## src/nbtt_params.svh

```systemverilog
// Constants for the net balance total transfer block.
// Assumes inclusion by bare name from design files only.
`ifndef NBTT_PARAMS_SVH
`define NBTT_PARAMS_SVH
`define NBTT_DIGITS 6
`define NBTT_NEG_DIGIT 4'h9
`define NBTT_GROUPS 3
`endif

```

## src/nbtt_pkg.sv

```systemverilog
// Types shared by the net balance total transfer block.
// Assumes nbtt_params.svh is on the include path.
`include "nbtt_params.svh"
package nbtt_pkg;
    typedef enum logic [6:0] {
        NBTT_IDLE  = 7'h01,
        NBTT_TEST  = 7'h02,
        NBTT_CONV  = 7'h04,
        NBTT_PUNCH = 7'h08,
        NBTT_TOTAL = 7'h10,
        NBTT_ROLL  = 7'h20,
        NBTT_DONE  = 7'h40
    } nbtt_state_t;
    typedef logic [`NBTT_DIGITS*4-1:0] nbtt_bcd_t;
endpackage

```

## src/nbtt_bcd_addsub.sv

```systemverilog
// Decimal adder and subtractor for one counter group.
// Assumes BCD operands; subtraction wraps as a tens complement counter.
`timescale 1ns/10ps
`include "nbtt_params.svh"
module nbtt_bcd_addsub
    import nbtt_pkg::*;
#(
    parameter int DIGITS = `NBTT_DIGITS
) (
    // Operands.
    input wire logic [DIGITS*4-1:0] a_i,
    input wire logic [DIGITS*4-1:0] b_i,
    input wire logic sub_i,
    // Result.
    output logic [DIGITS*4-1:0] sum_o
);
    logic [DIGITS:0] carry;
    assign carry[0] = sub_i;
    // Subtraction adds the nines complement plus one, as the counters do.
    genvar g;
    generate
        for (g = 0; g < DIGITS; g++) begin : g_dig
            logic [3:0] bd;
            logic [4:0] raw;
            assign bd = sub_i ? (4'h9 - b_i[g*4 +: 4]) : b_i[g*4 +: 4];
            assign raw = {1'b0, a_i[g*4 +: 4]} + {1'b0, bd} + {4'h0, carry[g]};
            assign carry[g+1] = (raw > 5'h09);
            assign sum_o[g*4 +: 4] = (raw > 5'h09) ? 4'(raw - 5'h0a) : raw[3:0];
        end
    endgenerate
endmodule

```

## src/nbtt_core.sv

```systemverilog
// Net balance total control: minor, intermediate and major counter groups.
// Assumes card, program and punch strobes are synchronous one-cycle pulses
// except the punch status levels, which come from the attached punch's pins.
// Overview of operation
// - Credit mark exit pulses on subtract card cycles and credit total cycles.
// - Zero from real entries may show credit; zero from no entries never does.
// - Only minor takes cards; minor rolls to intermediate, intermediate to major.
// - Receiver accumulates only with plus or minus entry and transfer enabled.
// - Each group has plus and minus transfer outputs, active at the late impulse of its total cycle.
// - At minor program start test sign; negative drives minus transfer output.
// - Positive sign keeps negative flag clear and drives plus transfer output.
// - Digit nine high order sets negative flag; total waits for conversion.
// - Plus transfer output carries the late impulse during the total cycle.
// - Minus transfer output carries the late impulse during the total cycle.
// - Negative total is converted to true figure, then subtracted into receiver.
// - Progressive readout prints the total without clearing it.
// - After progressive readout, following entries build on the kept total.
// - Start and run blocked while punch hopper empty, misfeeds, or not run in.
// - At punch break suspend total, idle while punching, then resume printing.
// - Net balance with negative total converts before punching starts.
// - Only values held in counters are offered for punching.
// - Transfer outputs also command an X punch for negative totals.
// - Transfer outputs stay low unless built with the negative balance feature.
`timescale 1ns/10ps
`include "nbtt_params.svh"
module nbtt_core
    import nbtt_pkg::*;
#(
    parameter int DIGITS = `NBTT_DIGITS,
    parameter bit NEG_BALANCE = 1'b1
) (
    // Clock and reset.
    input wire logic clk_sys_i,
    input wire logic rst_n_i,
    // Card entries to the minor group.
    input wire logic card_cycle_i,
    input wire logic card_sub_i,
    input wire logic [DIGITS*4-1:0] card_amount_i,
    // Program level strobes: 0 minor, 1 intermediate, 2 major.
    input wire logic [2:0] program_i,
    input wire logic late_impulse_i,
    // Configuration levels.
    input wire logic net_balance_i,
    input wire logic zero_credit_i,
    input wire logic [1:0] transfer_en_i,
    input wire logic [1:0] plus_entry_i,
    input wire logic [1:0] minus_entry_i,
    input wire logic progressive_i,
    input wire logic punch_break_i,
    // Attached punch pins.
    input wire logic punch_attached_i,
    input wire logic punch_hopper_empty_i,
    input wire logic punch_feed_fail_i,
    input wire logic punch_run_in_i,
    input wire logic punch_done_i,
    // Outputs.
    output logic run_enable_o,
    output logic punch_request_o,
    output logic [DIGITS*4-1:0] punch_value_o,
    output logic credit_mark_exit_o,
    output logic [DIGITS*4-1:0] print_value_o,
    output logic print_strobe_o,
    output logic [2:0] transfer_plus_o,
    output logic [2:0] transfer_minus_o,
    output logic [2:0] transfer_punch_x_output_o,
    output logic busy_o
);
    localparam int W = DIGITS*4;

    // Punch pin synchronisers; only the second stage is read.
    logic [4:0] pin_s1;
    logic [4:0] pin_s2;
    always_ff @(posedge clk_sys_i or negedge rst_n_i) begin
        if (!rst_n_i) begin
            pin_s1 <= 5'h00;
            pin_s2 <= 5'h00;
        end else begin
            pin_s1 <= {punch_attached_i, punch_hopper_empty_i, punch_feed_fail_i,
                       punch_run_in_i, punch_done_i};
            pin_s2 <= pin_s1;
        end
    end
    logic p_attached;
    logic p_empty;
    logic p_fail;
    logic p_runin;
    logic p_done;
    assign {p_attached, p_empty, p_fail, p_runin, p_done} = pin_s2;

    // Without a punch attached the interlock is open; with one, any fault stops us.
    assign run_enable_o = !p_attached || (!p_empty && !p_fail && p_runin);

    // Counter groups and their entry flags.
    logic [W-1:0] ctr [3];
    logic [2:0] entered;
    logic [2:0] negative;
    nbtt_state_t state;
    nbtt_state_t next_state;
    logic [1:0] grp;
    logic converted;

    // Shared decimal unit: a card entry, a roll, or a conversion.
    logic [W-1:0] au_a;
    logic [W-1:0] au_b;
    logic au_sub;
    logic [W-1:0] au_sum;
    nbtt_bcd_addsub #(.DIGITS(DIGITS)) u_addsub (
        .a_i(au_a),
        .b_i(au_b),
        .sub_i(au_sub),
        .sum_o(au_sum)
    );

    // Operand selection follows the state; the card path is used when idle.
    logic [1:0] rcv;
    logic do_roll;
    logic roll_neg;
    logic rcv_plus;
    logic rcv_minus;
    assign rcv = grp + 2'd1;
    assign rcv_plus = (grp < 2'd2) ? plus_entry_i[grp[0]] : 1'b0;
    assign rcv_minus = (grp < 2'd2) ? minus_entry_i[grp[0]] : 1'b0;
    assign roll_neg = negative[grp];
    // A negative total enters through the minus entry, a positive one through plus.
    assign do_roll = (grp < 2'd2) && transfer_en_i[grp[0]]
                     && (roll_neg ? rcv_minus : rcv_plus);
    always_comb begin
        au_a = ctr[0];
        au_b = card_amount_i;
        au_sub = card_sub_i;
        case (state)
            NBTT_CONV: begin
                // Converting the complement: 0 - complement gives the true figure.
                au_a = '0;
                au_b = ctr[grp];
                au_sub = 1'b1;
            end
            NBTT_TOTAL: begin
                // The roll adds at the late impulse, while the sender still holds its total.
                au_a = ctr[rcv];
                au_b = ctr[grp];
                au_sub = roll_neg;
            end
            default: begin
                au_a = ctr[0];
                au_b = card_amount_i;
                au_sub = card_sub_i;
            end
        endcase
    end

    // Sign test of the selected group's high order digit.
    logic hi_nine;
    assign hi_nine = (ctr[grp][W-1 -: 4] == `NBTT_NEG_DIGIT);

    // Keep the total whenever readout is progressive.
    logic keep_total;
    assign keep_total = progressive_i;

    // Sequencer state register.
    always_ff @(posedge clk_sys_i or negedge rst_n_i) begin
        if (!rst_n_i) begin
            state <= NBTT_IDLE;
        end else begin
            state <= next_state;
        end
    end

    // Program sequence: test, convert, punch, total print, roll.
    always_comb begin
        next_state = state;
        case (state)
            NBTT_IDLE: begin
                if (program_i != 3'b000) begin
                    next_state = NBTT_TEST;
                end
            end
            NBTT_TEST: begin
                // Negative totals defer the total until the conversion is done.
                if (NEG_BALANCE && net_balance_i && hi_nine && !converted) begin
                    next_state = NBTT_CONV;
                end else if (punch_break_i && p_attached) begin
                    next_state = NBTT_PUNCH;
                end else begin
                    next_state = NBTT_TOTAL;
                end
            end
            NBTT_CONV: begin
                next_state = NBTT_TEST;
            end
            NBTT_PUNCH: begin
                // The total cycle idles here until the punch reports completion.
                if (p_done) begin
                    next_state = NBTT_TOTAL;
                end
            end
            NBTT_TOTAL: begin
                if (late_impulse_i) begin
                    next_state = NBTT_ROLL;
                end
            end
            NBTT_ROLL: begin
                // A held higher level totals the next group before returning to idle.
                if (grp < 2'd2 && program_i_hold[rcv]) begin
                    next_state = NBTT_TEST;
                end else begin
                    next_state = NBTT_DONE;
                end
            end
            NBTT_DONE: begin
                next_state = NBTT_IDLE;
            end
            default: begin
                next_state = NBTT_IDLE;
            end
        endcase
    end

    // Program levels are held across the sequence so higher groups follow.
    logic [2:0] program_i_hold;
    always_ff @(posedge clk_sys_i or negedge rst_n_i) begin
        if (!rst_n_i) begin
            program_i_hold <= 3'b000;
        end else if (state == NBTT_IDLE) begin
            program_i_hold <= program_i;
        end
    end

    // Group pointer: the lowest program level strobed picks the first group to total.
    // The next higher level follows once the roll is done, only if it is held; a gap in the held levels ends the sequence.
    always_ff @(posedge clk_sys_i or negedge rst_n_i) begin
        if (!rst_n_i) begin
            grp <= 2'd0;
        end else if (state == NBTT_IDLE && program_i != 3'b000) begin
            if (program_i[0]) begin
                grp <= 2'd0;
            end else if (program_i[1]) begin
                grp <= 2'd1;
            end else begin
                grp <= 2'd2;
            end
        end else if (state == NBTT_DONE) begin
            grp <= 2'd0;
        end else if (state == NBTT_ROLL && grp < 2'd2 && program_i_hold[rcv]) begin
            grp <= rcv;
        end
    end

    // Negative flags: set by a test finding nine, cleared on a positive test.
    always_ff @(posedge clk_sys_i or negedge rst_n_i) begin
        if (!rst_n_i) begin
            negative <= 3'b000;
            converted <= 1'b0;
        end else if (state == NBTT_TEST && !converted) begin
            negative[grp] <= NEG_BALANCE && net_balance_i && hi_nine;
        end else if (state == NBTT_CONV) begin
            converted <= 1'b1;
        end else if (state == NBTT_ROLL || state == NBTT_DONE) begin
            converted <= 1'b0;
        end
    end

    // Counters: cards go to minor only; rolls add into the receiver.
    always_ff @(posedge clk_sys_i or negedge rst_n_i) begin
        if (!rst_n_i) begin
            ctr[0] <= '0;
            ctr[1] <= '0;
            ctr[2] <= '0;
            entered <= 3'b000;
        end else begin
            case (state)
                NBTT_IDLE: begin
                    if (card_cycle_i) begin
                        ctr[0] <= au_sum;
                        entered[0] <= 1'b1;
                    end
                end
                NBTT_CONV: begin
                    ctr[grp] <= au_sum;
                end
                NBTT_TOTAL: begin
                    // The receiver adds at the late impulse, while its entry is energized;
                    // the entries are gone again by the next cycle.
                    if (late_impulse_i && do_roll) begin
                        ctr[rcv] <= au_sum;
                        entered[rcv] <= 1'b1;
                    end
                end
                NBTT_ROLL: begin
                    // The sending group clears unless readout is progressive.
                    if (!keep_total) begin
                        ctr[grp] <= '0;
                        entered[grp] <= 1'b0;
                    end
                end
                default: begin
                end
            endcase
        end
    end

    // Print and punch data come from registered counter contents.
    always_ff @(posedge clk_sys_i or negedge rst_n_i) begin
        if (!rst_n_i) begin
            print_value_o <= '0;
            print_strobe_o <= 1'b0;
            punch_value_o <= '0;
        end else begin
            print_strobe_o <= (state == NBTT_TOTAL) && late_impulse_i;
            if (state == NBTT_TOTAL) begin
                print_value_o <= ctr[grp];
            end
            if (state == NBTT_TEST) begin
                punch_value_o <= ctr[grp];
            end
        end
    end
    assign punch_request_o = (state == NBTT_PUNCH);
    assign busy_o = (state != NBTT_IDLE);

    // Credit mark: subtract cards, or a credit total; zero with no entries is silent.
    logic credit_total;
    assign credit_total = negative[grp]
        || (zero_credit_i && entered[grp] && ctr[grp] == '0);
    always_ff @(posedge clk_sys_i or negedge rst_n_i) begin
        if (!rst_n_i) begin
            credit_mark_exit_o <= 1'b0;
        end else begin
            credit_mark_exit_o <= (state == NBTT_IDLE && card_cycle_i && card_sub_i)
                || (state == NBTT_TOTAL && late_impulse_i && credit_total);
        end
    end

    // Transfer outputs pulse with the late impulse of the clearing group's total.
    genvar g;
    generate
        for (g = 0; g < 3; g++) begin : g_xfer
            logic act;
            assign act = NEG_BALANCE && state == NBTT_TOTAL
                         && grp == 2'(g) && late_impulse_i;
            assign transfer_plus_o[g] = act && !negative[g];
            assign transfer_minus_o[g] = act && negative[g];
            assign transfer_punch_x_output_o[g] = act && negative[g];
        end
    endgenerate
endmodule

```

## config.mk

```make
export PLATFORM = sky130hd
export DESIGN_NAME = nbtt_core
export DESIGN_NICKNAME = d
export VERILOG_FILES = /design/src/nbtt_pkg.sv /design/src/nbtt_bcd_addsub.sv /design/src/nbtt_core.sv
export VERILOG_INCLUDE_DIRS = /design/src /design/src/src
export SDC_FILE = /design/constraint.sdc
export NUM_CORES = 1
export LEC_CHECK = 0
export ABC_AREA = 1
export BUFFER_PORTS_ARGS = -buffer_cell sky130_fd_sc_hd__buf_4
export CAP_MARGIN = 10
export CORE_UTILIZATION = 50
export CTS_BUF_LIST = sky130_fd_sc_hd__clkbuf_8 sky130_fd_sc_hd__clkbuf_16
export DETAILED_ROUTE_END_ITERATION = 10
export PLACE_DENSITY = 0.8
export SLEW_MARGIN = 20
export SYNTH_ARGS = -nofsm -noshare
export SYNTH_HDL_FRONTEND = slang
export SYNTH_SLANG_ARGS = --single-unit
```

## constraint.sdc

```tcl
create_clock -name clk_sys_i -period 10.75 [get_ports clk_sys_i]
set_clock_uncertainty 0.2 [all_clocks]
set_input_delay 1.075 -clock clk_sys_i [delete_from_list [all_inputs] [get_ports clk_sys_i]]
set_output_delay 1.075 -clock clk_sys_i [all_outputs]
set_load 0.01 [all_outputs]
```

==> results.py <==
metrics = {
    "status": {
        "status": "finished clean",
    },
    "synthesis": {
        "netlist_area_um2": 10900,
        "synth_cell_type_count": 56,
        "synthFlopType": "dfrtp_1",
        "asyncSetResetFlopFracSynth_pct": 100,
        "synth_area_leaders": "dfrtp_1 (34%), nand2_1 (12%), o21ai_0 (10%), a21oi_1 (5.8%), inv_1 (5.4%)",
        "yosysTopAreaCell": "dfrtp_1",
        "yosysSeqAreaShare_pct": 34.7,
        "yosysMostFrequentCell": "nand2_1",
        "synth-seq-cells": 151,
        "netlist.area_leader.share_pct": 34.4,
        "syn_avg_cell_area_um2": 7.21,
        "synthCells": 1513,
        "synthTopCellsByCount": "nand2_1 (349), o21ai_0 (222), inv_1 (158)",
        "syn_nets": 1606,
        "synth_edf_count": 0,
        "yosysWarningCount": 0,
    },
    "clocking": {
        "clk_pin_slew_ns": 0.07,
        "clock_path_buffers": 2,
        "cts_tree": "built",
        "clk_latency_ns": 0.45,
        "clockRootBuffer": "clkbuf_16",
        "clkSinkCount": 151,
        "cts_htree_levels": 4,
        "cts_made_buffers": 17,
    },
    "cells_and_area": {
        "regArea_um2": 3780,
        "multi_input_area_um2": 6200,
        "drive_gt1_share_pct": 18.8,
        "area_delta_synth_final_pct": 18.8,
        "final_cell_count_no_fill": 1908,
        "nets": 1713,
        "n_fill_cell": 1838,
        "diodes": 0,
    },
    "worst_setup_path": {
        "worst_setup_path_start_kind": "register",
        "reg2reg_depth": 64,
        "max_stage_delay_ns": 0.56,
        "cp_common_cell": "nand2_1",
        "cp_max_fo": 9,
        "cp.arrival_ns": 10.47,
        "cp.required_ns": 10.92,
        "critPathCaptureType": "register",
        "worstSetupPathType": "reg2reg",
        "critPathSlowestCell": "dfstp_2",
    },
    "global_route": {
        "antenna_found_initial": 0,
        "gr-usage-all-layers_pct": 34.3,
        "use_met2_pct": 52.1,
        "grt.busiest_layer": "met2",
        "grt_pass1_wl_mm": 58.9,
        "grt_use_met1_pct": 44.0,
        "overflow": 0,
        "first_global_vias": 11200,
        "grt_start_max_net_pins": 78,
        "grtUsageMet3_pct": 8.41,
    },
    "floorplanning": {
        "start_util_pct": 51.4,
        "fp.dieH_um": 150,
        "ios": 109,
        "num_rows": 53,
        "die_area_um2": 22400,
        "die_width_um": 150,
        "core_area_um2": 21200,
    },
    "place": {
        "dpl.cell_count": 1868,
        "place_ws_ns": -0.277,
        "numPortBuffers": 108,
        "hpwl_mm": 25.4,
        "place_congestion": 0.950,
    },
    "timing": {
        "max_slew.worst_pin.slew_ns": 1.19,
        "timing.final.crit_period_ns": 10.30,
        "fin_ws_ns": 0.450,
        "period_share_pct": 95.8,
        "whs_ns": 0.150,
        "fmax_mhz": 97.1,
        "slew_headroom_pct": 20.3,
        "finalSetupViolations": 0,
        "hold_violations": 0,
        "drv_slew": 0,
    },
    "routing": {
        "via_per_inst": 6.27,
        "vias": 12000,
        "ant_nets": 0,
        "drc": 0,
        "wl_per_cell_um": 20.3,
        "drt-initial-drc-count": 1663,
        "drt-total-wl_mm": 38.8,
        "dr.pass1.iters": 7,
    },
    "hold_path": {
        "hold_class": "reg2reg",
        "holdPathStages": 0,
    },
    "run": {
        "max_cap_viol_count": 0,
    },
}
-- worst max-delay path, delay by kind of cell (launching register included) --
kind / cells / cell delay (ns)
buffers and inverters: 11 / 0.86
adder cells (fa/ha/maj): 13 / 4.45
AO/OA/AOI/OAI: 8 / 0.85
flip-flops: 1 / 0.56
XOR/XNOR: 6 / 1.04
AND/OR/NAND/NOR: 26 / 2.28
-- cell usage in the layout (no fill, tap or decap), drive strengths merged, types with 23 or more instances in the layout --
cell type,count
nand3,61
nand2,374
o22ai,25
inv,179
a22oi,23
xor2,26
o21ai,229
dfrtp,150
buf,177
nor2,68
ha,35
a21oi,128
-- stage by stage --
| step | instance area (um2) | util, % | setup TNS [ns] |
|---|---|---|---|
| 5_1_grt | 13000 | 61.1 | -0.127 |
| 2_1_floorplan | 11000 | - | 0 |
| 4_1_cts | 12800 | 60.3 | 0 |
| 3_5_place_dp | 12200 | 57.4 | -1.76 |
| 3_3_place_gp | 12200 | 57.4 | 0 |
| 6_report | 13000 | 61.1 | 0 |
-- cell families after synthesis --
kind of cell	synth area share [%]
mux	0.0918
simple gates	21.6
xor+xnor	2.25
compound gates	25.8
buf+inv	9.56
flops	34.7
fa+ha+maj	6.03
-- final timing paths --
| check | from | endpoint | slack [ns] |
|---|---|---|---|
| setup / recovery | state[0]$_DFFE_PN1P_ | ctr[46]$_DFFE_PN0P_ | 0.45 |
| hold / removal | pin_s1[3]$_DFF_PN0_ | pin_s2[3]$_DFF_PN0_ | 0.15 |
| setup reg to reg | state[0]$_DFFE_PN1P_ | ctr[46]$_DFFE_PN0P_ | 0.45 |
| hold reg to reg | pin_s1[3]$_DFF_PN0_ | pin_s2[3]$_DFF_PN0_ | 0.15 |
| max in group asynchronous | rst_n_i | grp[0]$_DFFE_PN0P_ | 8.37 |
| min in group asynchronous | rst_n_i | punch_value_o[13]$_DFFE_PN0N_ | 0.42 |
-- sequential cells by signal, indices dropped and copies added (netlist names) --
| name | count |
|---|---|
| ctr | 72 |
| entered | 3 |
| grp | 2 |
| converted | 1 |
| credit_mark_exit_o | 1 |
| program_i_hold | 3 |
| print_strobe_o | 1 |
| pin_s2 | 5 |
| negative | 3 |
| punch_value_o | 24 |
| pin_s1 | 5 |
| state | 7 |
| print_value_o | 24 |
-- routing by layer --
layer,part of all wire [%],vias to the layer above
met5,0,-
met4,5.6,0
met3,13,210
met2,44,897
met1,37,5541
li1,-,5307
-- cell type report --
type,count,area share [%]
sequential,151,29.2
multi-input combinational,1100,47.9
clock buffer,17,3.28
inverter,172,5.04
tap,275,2.66
timing repair buffer,178,10.7
clock inverter,15,1.30
-- repair_timing --
action                                  in CTS  in global routing
buffers inserted                             1                  6
pin swaps                                    1                  9
gates resized for setup                      6                 27
cloned                                       0                  1
endpoints found under the setup margin       9                  9
hold buffers                                 0                  0
Power is not shown: default switching activity piles up to over one toggle a cycle in this logic, so the estimate is an artifact.
